<file path="src/inc/fdccfg_regs.vh">
`ifndef FDCCFG_REGS_VH
`define FDCCFG_REGS_VH

// Host port offsets
`define FDCCFG_PORT_INDEX      1'b0
`define FDCCFG_PORT_DATA       1'b1

// Configuration mode key values
`define FDCCFG_KEY_ENTER       8'h55
`define FDCCFG_KEY_EXIT        8'hAA

// Register indices
`define FDCCFG_IDX_CR0         5'h00
`define FDCCFG_IDX_CR1         5'h01
`define FDCCFG_IDX_CR2         5'h02
`define FDCCFG_IDX_CR3         5'h03
`define FDCCFG_IDX_W           5

// Power-up values
`define FDCCFG_CR0_RST         8'h28
`define FDCCFG_CR1_RST         8'h90
`define FDCCFG_CR2_RST         8'h00
`define FDCCFG_CR3_RST         8'h70

// Writable bit masks
`define FDCCFG_CR0_WMASK       8'hAC
`define FDCCFG_CR1_WMASK       8'h80
`define FDCCFG_CR3_WMASK       8'h72
// Read-only bits that read as one
`define FDCCFG_CR1_ONES        8'h10

// Field positions
`define FDCCFG_CR0_PDOWN_IDLE_PIN_ENABLE_BIT    2
`define FDCCFG_CR0_PWR_BIT     3
`define FDCCFG_CR0_OSC_BIT     5
`define FDCCFG_CR0_VALID_BIT   7
`define FDCCFG_CR1_GATE_BIT    7
`define FDCCFG_CR3_EMODE_BIT   1
`define FDCCFG_CR3_DEN_BIT     4
`define FDCCFG_CR3_CODE_BIT    5
`define FDCCFG_CR3_IDENT_BIT   6

`endif

</file>
<file path="src/core/fdccfg_bank.v">
`timescale 1ns/100ps
`include "fdccfg_regs.vh"

module fdccfg_bank (
  input  wire       clk,
  input  wire       rst_b,
  input  wire       hard_rst,
  input  wire       host_wr,
  input  wire       host_rd,
  input  wire       host_addr,
  input  wire [7:0] host_wdata,
  output reg  [7:0] host_rdata,
  output wire       config_mode,
  input  wire       fdc_drive_select_one_n,
  input  wire       fdc_motor_enable_one_n,
  input  wire       fdc_power_down,
  input  wire       fdc_idle,
  input  wire       fdc_density_one,
  output reg        drive_select_one_n,
  output reg        motor_enable_one_n,
  output reg        drive_density_out_one,
  output reg        drive_density_out_one_oe,
  output wire       pdown_idle_pin_enable,
  output wire       fdc_core_powered,
  output wire       oscillator_on,
  output wire       enhanced_mode_two,
  output wire       interface_pc_mode
);

  reg [7:0]                  cr0_r;
  reg [7:0]                  cr1_r;
  reg [7:0]                  cr3_r;
  reg [`FDCCFG_IDX_W-1:0]    index_r;
  reg                        cfg_mode_r;
  reg                        key_seen_r;
  reg                        index_valid_r;

  wire gate_open = cr1_r[`FDCCFG_CR1_GATE_BIT];
  wire wr_idx    = host_wr && (host_addr == `FDCCFG_PORT_INDEX);
  wire wr_dat    = host_wr && (host_addr == `FDCCFG_PORT_DATA);
  wire rd_dat    = host_rd && (host_addr == `FDCCFG_PORT_DATA);
  // Data port is live only in mode, with index loaded and gate open
  wire dat_ok    = cfg_mode_r && index_valid_r && gate_open;
  wire idx_write = wr_idx && cfg_mode_r && (host_wdata != `FDCCFG_KEY_EXIT);

  function [7:0] merge;
    input [7:0] old;
    input [7:0] val;
    input [7:0] mask;
    begin
      merge = (old & ~mask) | (val & mask);
    end
  endfunction

  assign config_mode = cfg_mode_r;

  // Unlock sequence and index selector
  always @(posedge clk or negedge rst_b) begin
    if (!rst_b) begin
      cfg_mode_r    <= 1'b0;
      key_seen_r    <= 1'b0;
      index_valid_r <= 1'b0;
      index_r       <= `FDCCFG_IDX_CR0;
    end else begin
      if (host_wr || host_rd) begin
        // Any other access between the keys breaks the sequence
        key_seen_r <= wr_idx && (host_wdata == `FDCCFG_KEY_ENTER) && !key_seen_r
                      && !cfg_mode_r;
      end
      if (wr_idx && !cfg_mode_r && key_seen_r && host_wdata == `FDCCFG_KEY_ENTER) begin
        cfg_mode_r    <= 1'b1;
        index_valid_r <= 1'b0;
      end else if (wr_idx && cfg_mode_r && host_wdata == `FDCCFG_KEY_EXIT) begin
        cfg_mode_r    <= 1'b0;
        index_valid_r <= 1'b0;
      end else if (idx_write) begin
        index_r       <= host_wdata[`FDCCFG_IDX_W-1:0];
        index_valid_r <= 1'b1;
      end
    end
  end

  // Configuration registers: power-up only, hard reset touches only the gate
  always @(posedge clk or negedge rst_b) begin
    if (!rst_b) begin
      cr0_r <= `FDCCFG_CR0_RST;
      cr1_r <= `FDCCFG_CR1_RST;
      cr3_r <= `FDCCFG_CR3_RST;
    end else begin
      if (hard_rst) begin
        cr1_r <= `FDCCFG_CR1_RST;
      end else if (wr_dat && dat_ok && index_r == `FDCCFG_IDX_CR1) begin
        // The gate only clears from software
        cr1_r <= merge(cr1_r, host_wdata & cr1_r, `FDCCFG_CR1_WMASK);
      end
      if (wr_dat && dat_ok && index_r == `FDCCFG_IDX_CR0) begin
        cr0_r <= merge(cr0_r, host_wdata, `FDCCFG_CR0_WMASK);
      end
      if (wr_dat && dat_ok && index_r == `FDCCFG_IDX_CR3) begin
        cr3_r <= merge(cr3_r, host_wdata, `FDCCFG_CR3_WMASK);
      end
    end
  end

  // Read data
  always @(posedge clk or negedge rst_b) begin
    if (!rst_b) begin
      host_rdata <= 8'h00;
    end else if (rd_dat) begin
      if (!dat_ok) begin
        host_rdata <= 8'h00;
      end else if (index_r == `FDCCFG_IDX_CR0) begin
        host_rdata <= cr0_r & `FDCCFG_CR0_WMASK;
      end else if (index_r == `FDCCFG_IDX_CR1) begin
        host_rdata <= (cr1_r & `FDCCFG_CR1_WMASK) | `FDCCFG_CR1_ONES;
      end else if (index_r == `FDCCFG_IDX_CR2) begin
        host_rdata <= `FDCCFG_CR2_RST;
      end else if (index_r == `FDCCFG_IDX_CR3) begin
        host_rdata <= cr3_r & `FDCCFG_CR3_WMASK;
      end else begin
        host_rdata <= 8'h00;
      end
    end
  end

  assign pdown_idle_pin_enable = cr0_r[`FDCCFG_CR0_PDOWN_IDLE_PIN_ENABLE_BIT];
  assign fdc_core_powered      = cr0_r[`FDCCFG_CR0_PWR_BIT];
  assign oscillator_on         = cr0_r[`FDCCFG_CR0_OSC_BIT];
  assign enhanced_mode_two     = cr3_r[`FDCCFG_CR3_EMODE_BIT];
  assign interface_pc_mode     = cr3_r[`FDCCFG_CR3_IDENT_BIT]
                                 & cr3_r[`FDCCFG_CR3_CODE_BIT];

  // Pin muxing, registered
  always @(posedge clk or negedge rst_b) begin
    if (!rst_b) begin
      drive_select_one_n       <= 1'b1;
      motor_enable_one_n       <= 1'b1;
      drive_density_out_one    <= 1'b0;
      drive_density_out_one_oe <= 1'b0;
    end else begin
      if (pdown_idle_pin_enable) begin
        drive_select_one_n <= fdc_power_down;
        motor_enable_one_n <= fdc_idle;
      end else begin
        drive_select_one_n <= fdc_drive_select_one_n;
        motor_enable_one_n <= fdc_motor_enable_one_n;
      end
      drive_density_out_one    <= fdc_density_one;
      drive_density_out_one_oe <= ~cr3_r[`FDCCFG_CR3_DEN_BIT];
    end
  end

endmodule

</file>
<file path="config.mk">
export PLATFORM = sky130hd
export DESIGN_NAME = fdccfg_bank
export DESIGN_NICKNAME = d
export VERILOG_FILES = /design/src/core/fdccfg_bank.v
export VERILOG_INCLUDE_DIRS = /design/src /design/src/inc
export SDC_FILE = /design/constraint.sdc
export NUM_CORES = 1
export LEC_CHECK = 0
export BUFFER_PORTS_ARGS = -buffer_cell sky130_fd_sc_hd__clkbuf_2
export CAP_MARGIN = 20
export CORE_MARGIN = 4
export CORE_UTILIZATION = 53
export DETAILED_ROUTE_END_ITERATION = 8
export PLACE_DENSITY = 0.93
export SLEW_MARGIN = 10
export SYNTH_ARGS = -nofsm -noshare
export SYNTH_HDL_FRONTEND = slang
export SYNTH_SLANG_ARGS = --single-unit
</file>
<file path="constraint.sdc">
create_clock -name clk -period 3.9 [get_ports clk]
set_clock_uncertainty 0.15 [all_clocks]
set_input_delay 0.39 -clock clk [delete_from_list [all_inputs] [get_ports clk]]
set_output_delay 0.39 -clock clk [all_outputs]
set_load 0.1 [all_outputs]
</file>
Word-level counts from Yosys, hierarchy flattened:

Cells that the tools add are included.

* register bits: 44
* input bits: 19
* output and inout bits: 18
* logic and storage cells: 67

* equal/unequal tests: 6
* multiplexer cells: 14
* bitwise operators: 9
* reduce and logical (&&, ||, !) cells: 26

Operator list (number)
* $mux 8: 5
* $logic_and 1x1->1: 18
* $or 7x8->8: 2
* $mux 7: 2
* $eq 5x2->1 const B: 2
* $and 8x8->8: 1
* $eq 8x7->1 const B: 1
* $eq 8x8->1 const B: 1
* $ne 8x8->1 const B: 1
* $or 8x7->8: 1
* $mux 1: 7
* $eq 5x1->1 const B: 1
* $logic_not 5->1: 1
* $not 1->1: 4
* $reduce_bool 2->1: 2
* $reduce_and 3->1: 1
* $reduce_bool 3->1: 1
* $logic_not 1->1: 2
* $and 1x1->1: 1
* $logic_or 1x1->1: 1

Longest topological paths before layout:

* depth in word-level cells: 7
* depth in mapped cells: 3
* gate-level depth less buffers: 3

Least setup slack after synthesis:

No wires, ideal clock.

* path kind: register -> register
* from: reg cfg_mode_r (netlist: config_mode)
* to: reg cr0_r[2]
* setup time: 0.126 ns
* arrival time: 2.025 ns
* data required time: 3.624 ns
* setup slack: 1.600 ns
* cell stages (with the launch flop): 4
* path buffers: 0
* period minus slack after synthesis: 2.300 ns
* path through: dfrtp_1 nand3_1 nor4_4 mux2_2

* cells in the longest elaborated chain, start to end: 4

RTL lines
* from (decl): RTL line fdccfg_bank.v:34 `reg cfg_mode_r;`
* from (signal assigned): RTL line fdccfg_bank.v:60 `cfg_mode_r <= 1'b0;`
* from (signal assigned): RTL line fdccfg_bank.v:71 `cfg_mode_r <= 1'b1;`
* from (signal assigned): RTL line fdccfg_bank.v:74 `cfg_mode_r <= 1'b0;`
* $logic_and 1x1->1 (2 in series): RTL line fdccfg_bank.v:43 `wire dat_ok = cfg_mode_r && index_valid_r && gate_open;`
* $logic_and 1x1->1: RTL line fdccfg_bank.v:96 `` if (wr_dat && dat_ok && index_r == `FDCCFG_IDX_CR0) begin ``
* $logic_and 1x1->1 (no source line)
* to (signal assigned): RTL line fdccfg_bank.v:86 `` cr0_r <= `FDCCFG_CR0_RST; ``
* to (signal assigned): RTL line fdccfg_bank.v:97 `` cr0_r <= merge(cr0_r, host_wdata, `FDCCFG_CR0_WMASK); ``
* to (decl): RTL line fdccfg_bank.v:30 `reg [7:0] cr0_r;`

Every way passes these cells.
A chain may end at the register's enable or synchronous reset.

Worst setup path after layout:

* from: reg cr3_r[6]
* to: out interface_pc_mode

* cells in the longest elaborated chain, start to end: 1

RTL lines
* from (decl): RTL line fdccfg_bank.v:32 `reg [7:0] cr3_r;`
* from (signal assigned): RTL line fdccfg_bank.v:88 `` cr3_r <= `FDCCFG_CR3_RST; ``
* from (signal assigned): RTL line fdccfg_bank.v:100 `` cr3_r <= merge(cr3_r, host_wdata, `FDCCFG_CR3_WMASK); ``
* $and 1x1->1: RTL line fdccfg_bank.v:130 `` assign interface_pc_mode = cr3_r[`FDCCFG_CR3_IDENT_BIT] ``
* to (decl): RTL line fdccfg_bank.v:27 `output wire interface_pc_mode`

Every way passes these cells.

==> results.rst <==
.. list-table::
   :header-rows: 1

   * - Metric
     - Value
   * - Status
     - finished clean
   * - Count of cell types in the netlist
     - 30
   * - Headroom to the max-slew limit
     - 56.8%
   * - Cell-by-cell listing of the critical path
     - and2_1 > clkbuf_2
   * - Avg WL per Cell
     - 16.6 um
   * - Tightest Pin Transition
     - 0.648 ns
   * - Clk Tree Root Cell
     - sky130_fd_sc_hd__clkbuf_4
   * - Die height
     - 56.0 um
   * - Seq/Total Area, Yosys
     - 58.3%
   * - Static power due to leakage
     - 0.708 nW
   * - Critical path start-end classification
     - reg -> out
   * - Clock tree from TritonCTS
     - built
   * - Final cell utilization of the core
     - roughly two thirds
   * - Most frequent cells in the layout
     - sky130_fd_sc_hd__clkbuf_2, sky130_fd_sc_hd__dfrtp_1, sky130_fd_sc_hd__mux2_2, sky130_fd_sc_hd__dfstp_2
   * - Filler Cells Inserted
     - 156
   * - Cell area after technology mapping
     - between 1000 and 1500 um2
   * - Worst path arrival time
     - 1.47 ns
   * - Number of placement rows
     - 17
   * - Initial detailed-routing violation count
     - 48
   * - Critical Path Start Type
     - flop
   * - Post-CTS resize count
     - 0
   * - Yosys warnings
     - 0
   * - Highest ir drop seen on vdd
     - 0.357 mV
   * - Via count of the first global-routing pass
     - 902
   * - Gp weighted congestion
     - about 0.80
   * - Post-DP HPWL
     - 2050 um
   * - Final std cell area, no fill
     - 1490 um2
   * - Routed Wire Length
     - between 2000 and 3000 um
   * - Total number of clock tree sinks
     - 28
   * - Setup slack of the worst register-to-register path
     - 1.98 ns
   * - Slowest stage cell, crit path
     - sky130_fd_sc_hd__dfstp_2
   * - Avg Synthesized Cell Area
     - 13.4 um2
   * - Achievable frequency
     - 497 MHz
   * - Largest stage delay, worst path
     - 0.57 ns
   * - Max Transition Viols Final
     - 0
   * - CTS H-tree depth
     - 1
   * - Number of buffers added by the clock tree synthesis step
     - 3
   * - Worst hold path type
     - in -> reg
   * - CP endpoint kind
     - primary output
   * - Avg Vias per Cell
     - 5.88
   * - Final critical-path share of the clock period
     - 51.6%
   * - Total global routing overflow
     - 0
   * - Clock Path Buffers
     - 2
   * - Highest fanout seen on the critical path
     - 3
   * - Final count of negative-setup-slack endpoints
     - 0
   * - Maximum number of pins on one net before global-route repair
     - 29
   * - Initial antenna violation count
     - 0
   * - Via count
     - 935
   * - Total of max-cap violations
     - 0
   * - Initial core utilization
     - 55.6%
   * - Number of top-level design ports
     - 37
   * - Area leader, netlist
     - sky130_fd_sc_hd__dfrtp_1
   * - Leading cell type in the layout, fill and taps excluded
     - sky130_fd_sc_hd__clkbuf_2
   * - Buffer and inverter count on the worst path
     - 1
   * - Pwr per Cell Area
     - 539 nW/um2
   * - Antenna Cells
     - 0
   * - Post-CTS clock slew at the launch and capture registers of the worst setup and hold paths
     - 0.14 ns
   * - Setup repair after global routing missed its margin
     - no
   * - Flop and latch count out of synthesis
     - 28
   * - Global routing usage summed across all routing layers
     - a little under a fifth
   * - Final antenna-violating net count
     - 0
   * - Placeable core area
     - 2190 um2
   * - Placement-stage cell area
     - 1420 um2
   * - Die outline area
     - 3130 um2
   * - Mapped Nets
     - 110
   * - Growth of design area from synthesis to finish
     - 22.6%
   * - Main area contributors after synthesis
     - sky130_fd_sc_hd__dfrtp_1, sky130_fd_sc_hd__dfstp_2, sky130_fd_sc_hd__mux2_2
   * - Clock latency on the worst-skew pair
     - 0.34 ns
   * - Cell count after synthesis
     - 91
   * - Critical path's top delay family
     - flip-flops
   * - Min cycle time layout
     - 2.01 ns
   * - Proportion of netlist area held by the largest area contributor
     - 41.1%
   * - Die outline width
     - 56.0 um
   * - Buffers on Ports
     - 35
   * - Wire length of the first global-routing pass
     - 4440 um
   * - Share of final-layout standard cells stronger than drive strength 1
     - between 50% and 60%
   * - Remaining design rule violation count
     - 0
   * - Nets
     - 151
   * - Drt pass-1 iters
     - 6
   * - Endpoint required time on the critical path
     - 3.36 ns
   * - Number of endpoints with negative hold slack in the final report
     - 0
   * - Total Negative Setup Slacks
     - 0 ns
==> worst paths after layout <==
kind                                   startpoint  cells past startpoint                                  to
setup / recovery             cr3_r[6]$_DFFE_PN1P_                      2                   interface_pc_mode
hold / removal                           hard_rst                      2                cr1_r[7]$_DFFE_PN1P_
setup reg to reg           index_r[3]$_DFFE_PN0P_                      3                cr0_r[2]$_DFFE_PN0P_
hold reg to reg              cr3_r[4]$_DFFE_PN1P_                      1  drive_density_out_one_oe$_DFF_PN0_
max in group asynchronous                   rst_b                      2           host_rdata[3]$_DFFE_PN0P_
min in group asynchronous                   rst_b                      2  drive_density_out_one_oe$_DFF_PN0_
==> kinds of logic after synthesis <==
kind of cell	share of synthesized area, %
compound gates	7.91
simple gates	18.1
other cells	0.308
mux	13.9
buf+inv	1.54
flops	58.3
==> cells in the mapped netlist <==
library cell and count:
sky130_fd_sc_hd__inv_1 3, sky130_fd_sc_hd__and3_1 1, sky130_fd_sc_hd__dfrtp_1 20, sky130_fd_sc_hd__a21oi_1 1
sky130_fd_sc_hd__nand2b_1 1, sky130_fd_sc_hd__a31o_2 1, sky130_fd_sc_hd__and3b_1 1, sky130_fd_sc_hd__a32o_1 1
sky130_fd_sc_hd__nand3b_1 1, sky130_fd_sc_hd__nor4bb_1 4, sky130_fd_sc_hd__nand3_1 1, sky130_fd_sc_hd__buf_4 1
sky130_fd_sc_hd__mux2_2 15, sky130_fd_sc_hd__and2_1 3, sky130_fd_sc_hd__conb_1 1, sky130_fd_sc_hd__nor4_4 1
sky130_fd_sc_hd__nor2b_1 1, sky130_fd_sc_hd__nand4_1 4, sky130_fd_sc_hd__nand2_1 4, sky130_fd_sc_hd__nor2_1 5
sky130_fd_sc_hd__dfstp_2 8, sky130_fd_sc_hd__nor4b_2 1, sky130_fd_sc_hd__nor4b_1 1, sky130_fd_sc_hd__nor4_1 1
sky130_fd_sc_hd__a31oi_1 1, sky130_fd_sc_hd__a221o_1 1, sky130_fd_sc_hd__a22o_1 5, sky130_fd_sc_hd__or4_4 1
sky130_fd_sc_hd__o21ai_0 1, sky130_fd_sc_hd__a21o_1 1
==> stage by stage <==
stage | power (mW) | worst slack (ns) | cells | hold WS, ns
floorplan | 0.566 | 1.60 | 91 | -0.0556
global placement | 0.611 | 2.07 | 153 | 0.293
detailed placement | 0.618 | 2.00 | 153 | 0.293
CTS | 0.808 | 1.87 | 159 | 0.0761
global route | 0.833 | 1.84 | 159 | 0.0869
finish | 0.805 | 1.89 | 159 | 0.0696
==> repair_timing <==
| action | CTS | global route |
|---|---|---|
| hold buffers | 2 | 0 |
| endpoints found under the hold margin | 21 | 0 |
| setup buffers | 0 | 0 |
==> metal layers <==
| metal | vias to the layer above | wire length [um] | share of wire, % | global-route usage, % |
|---|---|---|---|---|
| met1 | 443 | 970 | 37 | 22.8 |
| met4 | 0 | 109 | 4.1 | 10.5 |
| met2 | 54 | 1360 | 51 | 30.7 |
| met5 | - | 0 | 0 | 0 |
| li1 | 425 | - | - | - |
| met3 | 13 | 204 | 7.7 | 2.09 |
==> power by group <==
part | switching (mW) | total, mW | internal, mW
Sequential | 0.0314 | 0.368 | 0.337
Clock | 0.0863 | 0.191 | 0.104
Combinational | 0.190 | 0.246 | 0.0561
==> registers in the layout (all words and copies together) (netlist names), 4 cells and up <==
signal	cells
index_r	5
host_rdata	7
cr0_r	4
cr3_r	4
==> cell type report <==
| cell class | count | area (um2) | area share (%) |
|---|---|---|---|
| clock buffer | 3 | 22.5 | 1.51 |
| clock inverter | 1 | 30.0 | 2.01 |
| inverter | 3 | 11.3 | 0.754 |
| multi-input combinational | 59 | 489 | 32.7 |
| sequential | 28 | 711 | 47.6 |
| tap | 28 | 35.0 | 2.35 |
| timing repair buffer | 37 | 195 | 13.1 |
No activity file was read; power rests on OpenSTA's default activity.
